`src/pkg/cce_map.svh`:
```
// cce_map.svh
// Constants of the card command engine: opcodes, reply codes, timing.
// Definitions only; included by every design file of the engine.
`ifndef CCE_MAP_SVH
`define CCE_MAP_SVH

// ****************************************
// Command opcodes
// ****************************************
`define CCE_OP_AUTH_A  8'h60
`define CCE_OP_AUTH_B  8'h61
`define CCE_OP_READ    8'h30
`define CCE_OP_WRITE   8'ha0
`define CCE_OP_DEC     8'hc0
`define CCE_OP_INC     8'hc1
`define CCE_OP_RESTORE 8'hc2

// ****************************************
// Reply codes and frame lengths (CRC included except TOKEN, CHAL and BLOCK)
// ****************************************
`define CCE_ACK        4'ha
`define CCE_NAK        4'h4
`define CCE_LEN_CMD    5'h04
`define CCE_LEN_TOKEN  5'h08
`define CCE_LEN_OPND   5'h06
`define CCE_LEN_WDATA  5'h12
`define CCE_LEN_BUF    5'h12
`define CCE_LEN_CHAL   5'h04
`define CCE_LEN_BLOCK  5'h10

// ****************************************
// Frame check
// ****************************************
`define CCE_CRC_INIT   16'h6363
`define CCE_CRC_POLY   16'h8408
`define CCE_CRC_RESID  16'h0000

// ****************************************
// Timing and reset values
// ****************************************
`define CCE_CLK_MHZ    25
`define CCE_T_RSP_US   71
`define CCE_RSP_CYC    (`CCE_T_RSP_US * `CCE_CLK_MHZ)
`define CCE_CASC_FULL  2'h2
`define CCE_CASC_ONE   2'h1
`define CCE_TXW        10

`endif

```
`src/pkg/cce_pkg.sv`:
```
// cce_pkg.sv
// Types of the card command engine: states and per-module state records.
// Widths follow cce_map.svh.
package cce_pkg;

   // Main sequencer, one-hot
   typedef enum logic [4:0] {
      ST_IDLE  = 5'h01,
      ST_EXEC  = 5'h02,
      ST_MEMW  = 5'h04,
      ST_AUTHW = 5'h08,
      ST_SEND  = 5'h10
   } cce_state_t;

   // Second part awaited, one-hot
   typedef enum logic [3:0] {
      PD_NONE  = 4'h1,
      PD_AUTH2 = 4'h2,
      PD_WR2   = 4'h4,
      PD_VAL2  = 4'h8
   } cce_pend_t;

   typedef struct packed {
      cce_state_t       st;
      cce_pend_t        pend;
      logic [17:0][7:0] frm;
      logic [4:0]       cnt;
      logic             ovf;
      logic [10:0]      dly;
      logic [10:0]      gap;
      logic [15:0][7:0] pay;
      logic [4:0]       plen;
      logic             pcrc;
      logic             pnib;
      logic [3:0]       nib;
      logic [4:0]       tidx;
      logic [7:0]       op;
      logic [7:0]       blk;
      logic             authed;
      logic             mem_req;
      logic             mem_we;
      logic [127:0]     wdata;
      logic             key_b;
      logic             tok_v;
      logic [63:0]      tok;
      logic [31:0]      val;
      logic [1:0]       casc;
      logic             strap_done;
   } cce_eng_t;

   typedef struct packed {
      logic        ov;
      logic [9:0]  od;
      logic        sv;
      logic [9:0]  sd;
   } cce_skid_t;

   typedef struct packed {
      logic [15:0] crc;
   } cce_crc_t;

endpackage : cce_pkg

```
`src/verilog/cce_crc16.sv`:
```
// cce_crc16.sv
// Byte-serial frame check register, LSB first, reflected polynomial.
// Assumes clr and en are never needed in the same cycle; clr wins.
`timescale 1ns/100ps
`include "cce_map.svh"

module cce_crc16 #(
   parameter logic [15:0] INIT = `CCE_CRC_INIT
) (
   // Clock and reset
   input  logic        core_clk,
   input  logic        rstn,
   // Byte feed
   input  logic        clr,
   input  logic        en,
   input  logic [7:0]  din,
   // Running value
   output logic [15:0] crc_q
);

   cce_pkg::cce_crc_t q;
   cce_pkg::cce_crc_t d;

   // One byte per cycle, eight shifts unrolled by the loop
   always_comb begin
      d = q;
      if (clr) begin
         d.crc = INIT;
      end else if (en) begin
         for (int i = 0; i < 8; i++) begin
            if (d.crc[0] ^ din[i])
               d.crc = (d.crc >> 1) ^ `CCE_CRC_POLY;
            else
               d.crc = d.crc >> 1;
         end
      end
   end

   always_ff @(posedge core_clk or negedge rstn) begin
      if (!rstn)
         q.crc <= INIT;
      else
         q <= d;
   end

   assign crc_q = q.crc;

endmodule : cce_crc16

```
`src/verilog/cce_engine.sv`:
```
// cce_engine.sv
// Card-side command interpreter: frame decode, reply timing, value ops.
// Assumes framed bytes from the radio layer, a block storage port and
// a cipher unit that checks the reader token and makes the card token.
`timescale 1ns/100ps
`include "cce_map.svh"

module cce_engine (
   // Clock and reset
   input  logic         core_clk,
   input  logic         rstn,
   // Reader frames, last marks the final data bit before closing bits
   input  logic         rx_valid,
   input  logic [7:0]   rx_data,
   input  logic         rx_last,
   // Card replies toward the transmitter
   output logic         tx_valid,
   input  logic         tx_ready,
   output logic [7:0]   tx_data,
   output logic         tx_nibble,
   output logic         tx_last,
   // Block storage
   output logic         mem_req,
   output logic         mem_we,
   output logic [7:0]   mem_addr,
   output logic [127:0] mem_wdata,
   input  logic [127:0] mem_rdata,
   input  logic         mem_ack,
   // Cipher unit
   input  logic [31:0]  rng_word,
   output logic         auth_key_b,
   output logic [7:0]   auth_block,
   output logic         auth_tok_valid,
   output logic [63:0]  auth_tok,
   input  logic         auth_done,
   input  logic         auth_pass,
   input  logic [31:0]  auth_reply,
   output logic         authed,
   // Volatile value and identity
   output logic [31:0]  value_reg,
   input  logic         uid4_strap,
   output logic [1:0]   casc_max
);

   localparam logic [10:0] DLY_LAST = 11'(`CCE_RSP_CYC - 1);

   cce_pkg::cce_eng_t q;
   cce_pkg::cce_eng_t d;

   logic [15:0] rx_crc;
   logic [15:0] tx_crc;
   logic        buf_ready;
   logic        acc;
   logic        push;
   logic        crc_ok;
   logic        cmd_go;
   logic        fmt_good;
   logic [4:0]  total;
   logic [9:0]  tx_word;
   logic [31:0] opnd;
   logic [31:0] srcv;

   // ****************************************
   // Value block layout check
   // ****************************************
   // Value, inverse, value, then address byte pattern a, ~a, a, ~a
   function automatic logic fmt_ok(input logic [15:0][7:0] b);
      logic [31:0] v;
      v = b[3:0];
      fmt_ok = (b[7:4] == ~v) && (b[11:8] == v) &&
               (b[13] == ~b[12]) && (b[14] == b[12]) && (b[15] == b[13]);
   endfunction : fmt_ok

   // ****************************************
   // Helpers
   // ****************************************
   // Bytes taken only while idle; a busy engine drops a stray frame
   assign acc      = rx_valid && (q.st == cce_pkg::ST_IDLE);
   assign crc_ok   = (rx_crc == `CCE_CRC_RESID) && !q.ovf;
   assign cmd_go   = (q.st == cce_pkg::ST_EXEC) && (q.pend != cce_pkg::PD_AUTH2) &&
                     crc_ok && (q.cnt == `CCE_LEN_CMD);
   assign fmt_good = fmt_ok(mem_rdata);
   assign total    = q.plen + (q.pcrc ? 5'h02 : 5'h00);
   assign opnd     = q.frm[3:0];
   assign srcv     = q.pay[3:0];
   // Nothing leaves before the least response time has run out
   assign push     = (q.st == cce_pkg::ST_SEND) && (q.dly == DLY_LAST) &&
                     buf_ready;

   // Reply word: {last, nibble flag, byte}
   always_comb begin
      tx_word = '0;
      if (q.pnib) begin
         tx_word = {1'b1, 1'b1, 4'h0, q.nib};
      end else begin
         if (q.tidx < q.plen)
            tx_word[7:0] = q.pay[q.tidx[3:0]];
         else if (q.tidx == q.plen)
            tx_word[7:0] = tx_crc[7:0];
         else
            tx_word[7:0] = tx_crc[15:8];
         tx_word[9] = (q.tidx == total - 5'h01);
      end
   end

   // ****************************************
   // Frame check and reply buffer
   // ****************************************
   cce_crc16 #(.INIT(`CCE_CRC_INIT)) u_rx_crc (
      .core_clk (core_clk),
      .rstn     (rstn),
      .clr      (q.st == cce_pkg::ST_EXEC),
      .en       (acc),
      .din      (rx_data),
      .crc_q    (rx_crc)
   );

   cce_crc16 #(.INIT(`CCE_CRC_INIT)) u_tx_crc (
      .core_clk (core_clk),
      .rstn     (rstn),
      .clr      (q.st == cce_pkg::ST_EXEC),
      .en       (push && !q.pnib && (q.tidx < q.plen)),
      .din      (tx_word[7:0]),
      .crc_q    (tx_crc)
   );

   // Transmitter stall holds the sequencer in SEND, no byte is lost
   cce_skid u_skid (
      .core_clk  (core_clk),
      .rstn      (rstn),
      .in_valid  (push),
      .in_ready  (buf_ready),
      .in_data   (tx_word),
      .out_valid (tx_valid),
      .out_ready (tx_ready),
      .out_data  ({tx_last, tx_nibble, tx_data})
   );

   // ****************************************
   // Sequencer
   // ****************************************
   always_comb begin
      d       = q;
      d.tok_v = 1'b0;
      // Identity strap caught once after reset release
      if (!q.strap_done) begin
         d.strap_done = 1'b1;
         d.casc       = uid4_strap ? `CCE_CASC_ONE : `CCE_CASC_FULL;
      end
      // Response timer restarts at the last data bit of each frame taken in IDLE
      if (acc && rx_last)
         d.dly = 11'h000;
      else if (q.dly != DLY_LAST)
         d.dly = q.dly + 11'h001;
      // Independent gap count, read only by the checks below
      if (acc && rx_last)
         d.gap = 11'h000;
      else if (q.gap != 11'h7ff)
         d.gap = q.gap + 11'h001;
      unique case (q.st)
         cce_pkg::ST_IDLE: begin
            if (acc) begin
               if (q.cnt < `CCE_LEN_BUF)
                  d.frm[q.cnt] = rx_data;
               else
                  d.ovf = 1'b1;
               if (q.cnt != 5'h1f)
                  d.cnt = q.cnt + 5'h01;
               if (rx_last)
                  d.st = cce_pkg::ST_EXEC;
            end
         end
         cce_pkg::ST_EXEC: begin
            d.cnt  = 5'h00;
            d.ovf  = 1'b0;
            d.tidx = 5'h00;
            d.pnib = 1'b1;
            d.pcrc = 1'b0;
            d.nib  = `CCE_NAK;
            d.st   = cce_pkg::ST_SEND;
            if (q.pend == cce_pkg::PD_AUTH2) begin
               // Reader token is enciphered and carries no plain CRC
               d.pend = cce_pkg::PD_NONE;
               if (q.cnt == `CCE_LEN_TOKEN) begin
                  d.tok_v = 1'b1;
                  d.tok   = q.frm[7:0];
                  d.st    = cce_pkg::ST_AUTHW;
               end else begin
                  d.authed = 1'b0;
                  d.st     = cce_pkg::ST_IDLE;
               end
            end else if (!crc_ok) begin
               d.st = cce_pkg::ST_IDLE;
            end else if ((q.pend == cce_pkg::PD_WR2) && (q.cnt == `CCE_LEN_WDATA)) begin
               d.pend    = cce_pkg::PD_NONE;
               d.mem_req = 1'b1;
               d.mem_we  = 1'b1;
               d.wdata   = q.frm[15:0];
               d.st      = cce_pkg::ST_MEMW;
            end else if ((q.pend == cce_pkg::PD_VAL2) && (q.cnt == `CCE_LEN_OPND)) begin
               // Result stays volatile until the reader transfers it
               d.pend = cce_pkg::PD_NONE;
               d.st   = cce_pkg::ST_IDLE;
               if (q.op == `CCE_OP_INC)
                  d.val = srcv + opnd;
               else if (q.op == `CCE_OP_DEC)
                  d.val = srcv - opnd;
               else
                  d.val = srcv;
            end else if (q.cnt != `CCE_LEN_CMD) begin
               d.pend = cce_pkg::PD_NONE;
            end else begin
               d.pend = cce_pkg::PD_NONE;
               d.op   = q.frm[0];
               d.blk  = q.frm[1];
               if ((q.frm[0] == `CCE_OP_AUTH_A) || (q.frm[0] == `CCE_OP_AUTH_B)) begin
                  // New authentication drops the old session first
                  d.key_b     = q.frm[0][0];
                  d.authed    = 1'b0;
                  d.pay[3:0]  = rng_word;
                  d.plen      = `CCE_LEN_CHAL;
                  d.pnib      = 1'b0;
                  d.pend      = cce_pkg::PD_AUTH2;
               end else if (!q.authed) begin
                  d.nib = `CCE_NAK;
               end else if (q.frm[0] == `CCE_OP_WRITE) begin
                  d.nib  = `CCE_ACK;
                  d.pend = cce_pkg::PD_WR2;
               end else if ((q.frm[0] == `CCE_OP_READ) || (q.frm[0] == `CCE_OP_INC) ||
                            (q.frm[0] == `CCE_OP_DEC) || (q.frm[0] == `CCE_OP_RESTORE)) begin
                  d.mem_req = 1'b1;
                  d.mem_we  = 1'b0;
                  d.st      = cce_pkg::ST_MEMW;
               end
            end
         end
         cce_pkg::ST_MEMW: begin
            if (mem_ack) begin
               d.mem_req = 1'b0;
               d.st      = cce_pkg::ST_SEND;
               if (q.mem_we) begin
                  d.mem_we = 1'b0;
                  d.nib    = `CCE_ACK;
               end else if (q.op == `CCE_OP_READ) begin
                  d.pay  = mem_rdata;
                  d.plen = `CCE_LEN_BLOCK;
                  d.pcrc = 1'b1;
                  d.pnib = 1'b0;
               end else if (fmt_good) begin
                  d.pay  = mem_rdata;
                  d.nib  = `CCE_ACK;
                  d.pend = cce_pkg::PD_VAL2;
               end else begin
                  d.nib = `CCE_NAK;
               end
            end
         end
         cce_pkg::ST_AUTHW: begin
            if (auth_done) begin
               if (auth_pass) begin
                  d.authed   = 1'b1;
                  d.pay[3:0] = auth_reply;
                  d.plen     = `CCE_LEN_CHAL;
                  d.pnib     = 1'b0;
                  d.st       = cce_pkg::ST_SEND;
               end else begin
                  d.st = cce_pkg::ST_IDLE;
               end
            end
         end
         cce_pkg::ST_SEND: begin
            if (push) begin
               d.tidx = q.tidx + 5'h01;
               if (tx_word[9])
                  d.st = cce_pkg::ST_IDLE;
            end
         end
      endcase
   end

   // State register; only constants under reset
   always_ff @(posedge core_clk or negedge rstn) begin
      if (!rstn) begin
         q      <= '0;
         q.st   <= cce_pkg::ST_IDLE;
         q.pend <= cce_pkg::PD_NONE;
         q.dly  <= DLY_LAST;
         q.gap  <= 11'h7ff;
         q.nib  <= `CCE_NAK;
         q.casc <= `CCE_CASC_FULL;
      end else begin
         q <= d;
      end
   end

   // ****************************************
   // Outputs, all from flip-flops
   // ****************************************
   assign mem_req        = q.mem_req;
   assign mem_we         = q.mem_we;
   assign mem_addr       = q.blk;
   assign mem_wdata      = q.wdata;
   assign auth_key_b     = q.key_b;
   assign auth_block     = q.blk;
   assign auth_tok_valid = q.tok_v;
   assign auth_tok       = q.tok;
   assign authed         = q.authed;
   assign value_reg      = q.val;
   assign casc_max       = q.casc;
endmodule : cce_engine

```
`src/verilog/cce_skid.sv`:
```
// cce_skid.sv
// Two-entry buffer between reply builder and radio transmitter.
// Assumes the transmitter may hold out_ready low for any time.
`timescale 1ns/100ps
`include "cce_map.svh"

module cce_skid (
   // Clock and reset
   input  logic                 core_clk,
   input  logic                 rstn,
   // Fill side
   input  logic                 in_valid,
   output logic                 in_ready,
   input  logic [`CCE_TXW-1:0]  in_data,
   // Drain side
   output logic                 out_valid,
   input  logic                 out_ready,
   output logic [`CCE_TXW-1:0]  out_data
);

   cce_pkg::cce_skid_t q;
   cce_pkg::cce_skid_t d;

   // Ready is registered, so the spare slot absorbs a late stall
   always_comb begin
      d = q;
      if (q.ov && out_ready) begin
         if (q.sv) begin
            d.od = q.sd;
            d.sv = 1'b0;
         end else begin
            d.ov = 1'b0;
         end
      end
      if (in_valid && !q.sv) begin
         if (!d.ov) begin
            d.ov = 1'b1;
            d.od = in_data;
         end else begin
            d.sv = 1'b1;
            d.sd = in_data;
         end
      end
   end

   always_ff @(posedge core_clk or negedge rstn) begin
      if (!rstn)
         q <= '0;
      else
         q <= d;
   end

   assign in_ready  = !q.sv;
   assign out_valid = q.ov;
   assign out_data  = q.od;

endmodule : cce_skid
```
`config.mk`:
```
export PLATFORM = sky130hd
export DESIGN_NAME = cce_engine
export DESIGN_NICKNAME = d
export VERILOG_FILES = /design/src/pkg/cce_pkg.sv /design/src/verilog/cce_crc16.sv /design/src/verilog/cce_engine.sv /design/src/verilog/cce_skid.sv
export VERILOG_INCLUDE_DIRS = /design/src /design/src/pkg
export SDC_FILE = /design/constraint.sdc
export NUM_CORES = 1
export LEC_CHECK = 0
export CAP_MARGIN = 0
export CORE_MARGIN = 5
export CORE_UTILIZATION = 49
export CTS_CLUSTER_DIAMETER = 200
export CTS_CLUSTER_SIZE = 8
export DETAILED_ROUTE_END_ITERATION = 10
export DONT_BUFFER_PORTS = 1
export SETUP_SLACK_MARGIN = 0.5
export SLEW_MARGIN = 5
export SYNTH_ARGS = -nofsm -noshare
export SYNTH_HDL_FRONTEND = slang
export SYNTH_SLANG_ARGS = --single-unit
export TNS_END_PERCENT = 5
```
`constraint.sdc`:
```
create_clock -name core_clk -period 7.5 [get_ports core_clk]
set_input_delay 0.75 -clock core_clk [delete_from_list [all_inputs] [get_ports core_clk]]
set_output_delay 0.75 -clock core_clk [all_outputs]
set_load 0.1 [all_outputs]
```
# Yosys cells after proc, flatten, opt, wreduce, memory -nomap -nowiden
# Index checks and enable logic that the tools add are counted.
# word_totals
ff_bits,616
latchBits,0
ramBits,0
romBits,0
inputBits,209
output_inout_bits,258
elab_cells,394
memories,0
# op_classes
n_addsub,7
multipliers,0
div,0
order_cmp,5
eq_ne,65
n_shift,0
mux,163
n_bitwise,39
reduce_logical,53
# op_table
cell,n
$mux 16,48
$mux 128,3
$mux 37,8
$mux 32,6
$bwmux 144,1
$mux 132,1
$mux 131,1
$mux 65,2
$pmux 37 s3,1
$mux 97,1
$mux 5,18
$eq 32x32->1,2
$mux 4,13
$eq 8x8->1 const B,6
$not 2->3,16
$mux 9,5
$mux 11,4
$mux 43,1
$ne 3x3->1 const B,14
$demux 8 s5,1
$mux 8,5
$mux 39,1
$ne 2x2->1 const B,17
$add 32x32->32,1
other kinds (62),156

# Longest topological paths before layout
# depth
depth_word,36
mapped_depth,14
mapped_depth_nobuf,12

# Cells and area by module
# From an unflattened synthesis, not the netlist that was laid out.
# hier_totals
hier_cells,2973
area_unflattened_um2,32152.1
# by_module_without_submodules
module,instances,cells_each,area_per_inst_um2
cce_engine,1,2716,29047.9
cce_crc16,2,79,1013.5
cce_skid,1,99,1077.3

# Worst setup path before layout
# No wires, ideal clock.
# synth_path
path_type,input -> register
from,in mem_rdata[27]
to,reg q[271] (netlist name)
setup_ns,0.125
t_arrival_ns,2.988
t_required_ns,7.375
setup_slack_ns,4.387
path_stages,8
path_cell_list,or3b_2 a221oi_1 nand4_1 nor4_2 nor2_1 nor3_2 buf_2 mux2_2
# synth_via
elab_chain_cells,8
elab_cells_between_ends,9
cone_classes,3 x eq/ne; 1 x bitwise; 5 x reduce/logical
# synth_lines
element,line_no,rtl
from (decl),cce_engine.sv:27,"input logic [127:0] mem_rdata,"
$not 32->32,cce_engine.sv:70,fmt_ok = (b[7:4] == ~v) && (b[11:8] == v) &&
$eq 32x32->1,cce_engine.sv:70,
$logic_and 1x1->1 * (2 in series),cce_engine.sv:70,
$logic_and 1x1->1 * (2 in series),cce_engine.sv:71,(b[13] == ~b[12]) && (b[14] == b[12]) && (b[15] == b[13]);
$ne 3x3->1 (no source line) *,--,
$reduce_and 12->1 (no source line) *,--,
to (decl),cce_engine.sv:47,cce_pkg::cce_eng_t q;
# Mark *: on every way between the ends. The rest lies on a longest branch, timed or not.
# A chain may end at the register's enable or synchronous reset.

# Final worst setup path
# layout_path
from,reg q[248] (netlist name)
to,reg u_tx_crc.q (netlist bit u_tx_crc.crc_q[8])
# layout_via
elab_chain_cells,30
elab_cells_between_ends,37
cone_classes,1 x order compare; 1 x eq/ne; 29 x mux; 4 x bitwise; 2 x reduce/logical
# layout_lines
element,line_no,rtl
$bmux 8 s4 / $eq 5x5->1 (equally long branches),"cce_engine.sv:97, cce_engine.sv:98",
$mux 8 (on tied branches),"cce_engine.sv:97, cce_engine.sv:98",
$mux 8,cce_engine.sv:96,if (q.tidx < q.plen)
$mux 8,cce_engine.sv:93,if (q.pnib) begin
$xor 1x1->1,cce_crc16.sv:31,if (d.crc[0] ^ din[i])
$mux 16,cce_crc16.sv:31,
$mux 16,cce_crc16.sv:29,end else if (en) begin
$mux 16,cce_crc16.sv:27,if (clr) begin
[... 14 more ...],--,
$mux 16,cce_crc16.sv:29,
$mux 16,cce_crc16.sv:27,
$mux 16,cce_crc16.sv:31,
$mux 16,cce_crc16.sv:29,
$mux 16,cce_crc16.sv:27,
$mux 16,cce_crc16.sv:31,
$mux 16,cce_crc16.sv:29,
$mux 16,cce_crc16.sv:27,
to (decl),cce_crc16.sv:21,cce_pkg::cce_crc_t q;
# Several ways; a longest one is shown, not always the timed one. The select of a mux whose other input is x is not followed.

==> flow_metrics.py <==
metrics = {
    "setup_path": {
        "crit_fanout": 21,
        "worstPathRequired_ns": 8.04,
        "endpoint_kind": "register",
        "crit_chain": "buf_4, mux4_1, mux4_2, nor2_1, a211oi_1, a21oi_1, xnor2_1, xor2_1, xnor2_1, a21oi_1",
        "crit_type": "register to register",
        "cp_top_family": "multiplexers",
        "worstPathArrival_ns": 4.43,
        "crit_path_start_kind": "register",
        "slowest_delay_ns": 0.78,
        "critPathSlowestCell": "dfrtp_2",
        "path_buf_inv": 1,
    },
    "final_layout": {
        "nets": 2991,
        "antenna_cells": 0,
        "largest_reg_flops": 270,
        "syn_to_final_growth_pct": 3.199,
        "final_area_sq_um": 33180,
        "drive_above_1_share_pct": 21.55,
        "regMostFlops": "q",
        "final_cells": 3592,
    },
    "logic_synthesis": {
        "ys.warnings.count": 0,
        "ys_async_sr_fraction_pct": 100.0,
        "syn_avg_cell_area_sq_um": 10.70,
        "yosysSeqAreaShare_pct": 46.42,
        "yosysUniqueCellTypes": 89,
        "synthesis.instances": 3004,
        "syn_area_sq_um": 32150,
        "synth_nets": 3289,
        "ys_seq_elements": 595,
        "synthFlopType": "dfrtp_1",
        "synth_edf_count": 0,
    },
    "placement": {
        "placed_area_sq_um": 30930,
        "place_inst": 3484,
        "dp_hpwl_um": 71470,
        "port_buffers": 0,
        "dp_slack_ns": 3.320,
        "gp_congestion": 0.9555,
    },
    "drt": {
        "vias_per_cell": 6.035,
        "drt-initial-drc-count": 1987,
        "drt_first_pass_iters": 5,
        "drc_errors": 0,
        "wirelength_um": 99040,
        "num_vias": 21676,
        "ant_nets": 0,
        "wire_per_inst_um": 27.57,
    },
    "sta": {
        "tightest_slew_ns": 2.061,
        "slew_viol_final": 400,
        "setup_ws_ns": 3.611,
        "fin_skew_ns": 0.02376,
        "max-slew-margin-rel_pct": -37.39,
        "period_needed_ns": 3.889,
        "max_freq_mhz": 257.1,
        "hold_ws_ns": -0.1613,
        "setup_violations": 0,
        "rsz0062_at_grt": "false",
        "setup_tns_ns": 0,
        "timing.final.crit_share_pct": 51.86,
        "hold_viol_final": 28,
    },
    "clocking": {
        "htree_levels": 3,
        "cts_setup_buffers": 0,
        "clk_pin_slew_worst_paths_ns": 0.05,
        "clockBufferDepth": 3,
        "cts_tree": "done",
        "cts.sinks": 595,
        "cts_made_buffers": 84,
        "clock_latency_ns": 0.61,
        "cts_root_buffer": "clkbuf_16",
        "post_cts_resized": 0,
    },
    "flow_run": {
        "maxCapViolations": 0,
    },
    "floorplanning": {
        "rows": 94,
        "die_w_um": 266.2,
        "core_area_sq_um": 65390,
        "start_util_pct": 49.17,
        "ios": 467,
        "die_height_um": 266.2,
        "die_area_sq_um": 70840,
    },
    "global_route": {
        "grt-ovfl-total": 0,
        "grt_pass1_vias": 21782,
        "grt_pass1_wl_um": 146900,
        "grt_max_degree": 596,
        "grt_usage_pct": 27.20,
        "antenna_found_initial": 3,
    },
    "run_status": {
        "violations": "negative hold slack, max-slew violations",
        "status": "complete, but fails checks",
    },
    "power": {
        "p_leak_nw": 15.58,
        "clkPwrFrac_pct": 30.3,
        "p_per_area_nw_per_um2": 338.1,
        "vdd_drop_max_v": 0.0001637,
        "p_sw_share_pct": 37.64,
        "power_switching_mw": 4.222,
        "seq_power_share_pct": 35.9,
        "intPower_mw": 6.995,
        "combPwrFrac_pct": 33.8,
    },
    "min_path": {
        "hold_class": "input pin to asynchronous set/reset pin",
    },
}
## per-layer routing
metal	routed length [um]	GRT usage (%)
met1	41630	36.78
met2	46690	43.88
met3	7761	6.667
met4	2939	8.140
met5	16	0
## cells in the mapped netlist, types with 31 or more instances
library cell,count,share of area [%]
dfrtp_1,567,44
mux2_2,380,13
clkbuf_1,107,1.2
nand3_1,59,0.92
nand4_1,37,0.72
xor2_1,50,1.4
nor2_1,111,1.3
nor3_1,47,0.73
buf_4,258,6.0
a21oi_1,121,1.9
o21ai_0,178,2.8
a22oi_1,32,0.75
ha_1,74,2.9
xnor2_1,76,2.1
nand2_1,357,4.2
inv_1,82,0.96
nand2b_1,31,0.60
## final timing paths
path	start	to	slack [ns]	cells after the start
setup / recovery	q[248]	u_tx_crc.crc_q[8]	3.61	10
hold / removal	rstn	mem_wdata[61]	-0.16	0
setup reg to reg	q[248]	u_tx_crc.crc_q[8]	3.61	10
hold reg to reg	q[0]	casc_max[1]	0.48	1
max in group asynchronous	rstn	auth_block[4]	5.88	0
min in group core_clk	tx_ready	u_skid.q[10]	0.23	1
## layout by cell type (no fill, tap or decap), drive strengths merged, types with 18 or more instances in the layout
cell	n
mux2i	28
nand2b	31
nor2	111
nand4	37
a21oi	124
nor4	28
dfstp	28
inv	82
and3	18
xnor2	79
mux4	39
xor2	53
dfrtp	567
mux2	383
ha	74
a22oi	32
o21ai	186
buf	22
nand2	357
nor3	49
clkbuf	106
nand3	59
## layout make-up
class	instances	area (sq um)
Fill cell	5840	32210
Sequential cell	595	14940
Multi-Input combinational cell	1919	14420
Clock buffer	106	2227
Tap cell	864	1081
Inverter	84	315.3
Timing Repair Buffer	22	177.7
Clock inverter	2	23.77
## kinds of logic after synthesis
logic type               Yosys count  share of synthesized area, %
AND/OR/NAND/NOR                  770                         11.30
AO/OA/AOI/OAI                    490                         9.374
flip-flops                       595                         46.42
XOR/XNOR                         132                         3.771
adder cells (fa/ha/maj)           76                         3.004
buffers and inverters            490                         8.946
other                              1                       0.01166
multiplexers                     450                         17.18
## metrics by stage
stage	power, mW	util (%)
2_1_floorplan	6.550	-
3_3_place_gp	7.806	47.30
3_5_place_dp	7.772	47.30
4_1_cts	11.23	50.74
5_1_grt	11.78	50.74
6_report	11.22	50.74
## power by group through the flow
| stage | clock [mW] | combinational, mW | sequential, mW |
|---|---|---|---|
| 2_1_floorplan | 0 | 2.77 | 3.78 |
| 6_report | 3.40 | 3.79 | 4.03 |
| 4_1_cts | 3.48 | 3.72 | 4.03 |
| 3_3_place_gp | 0 | 3.74 | 4.07 |
| 5_1_grt | 3.61 | 4.11 | 4.06 |
| 3_5_place_dp | 0 | 3.69 | 4.08 |
No activity file was read; power rests on OpenSTA's default activity.
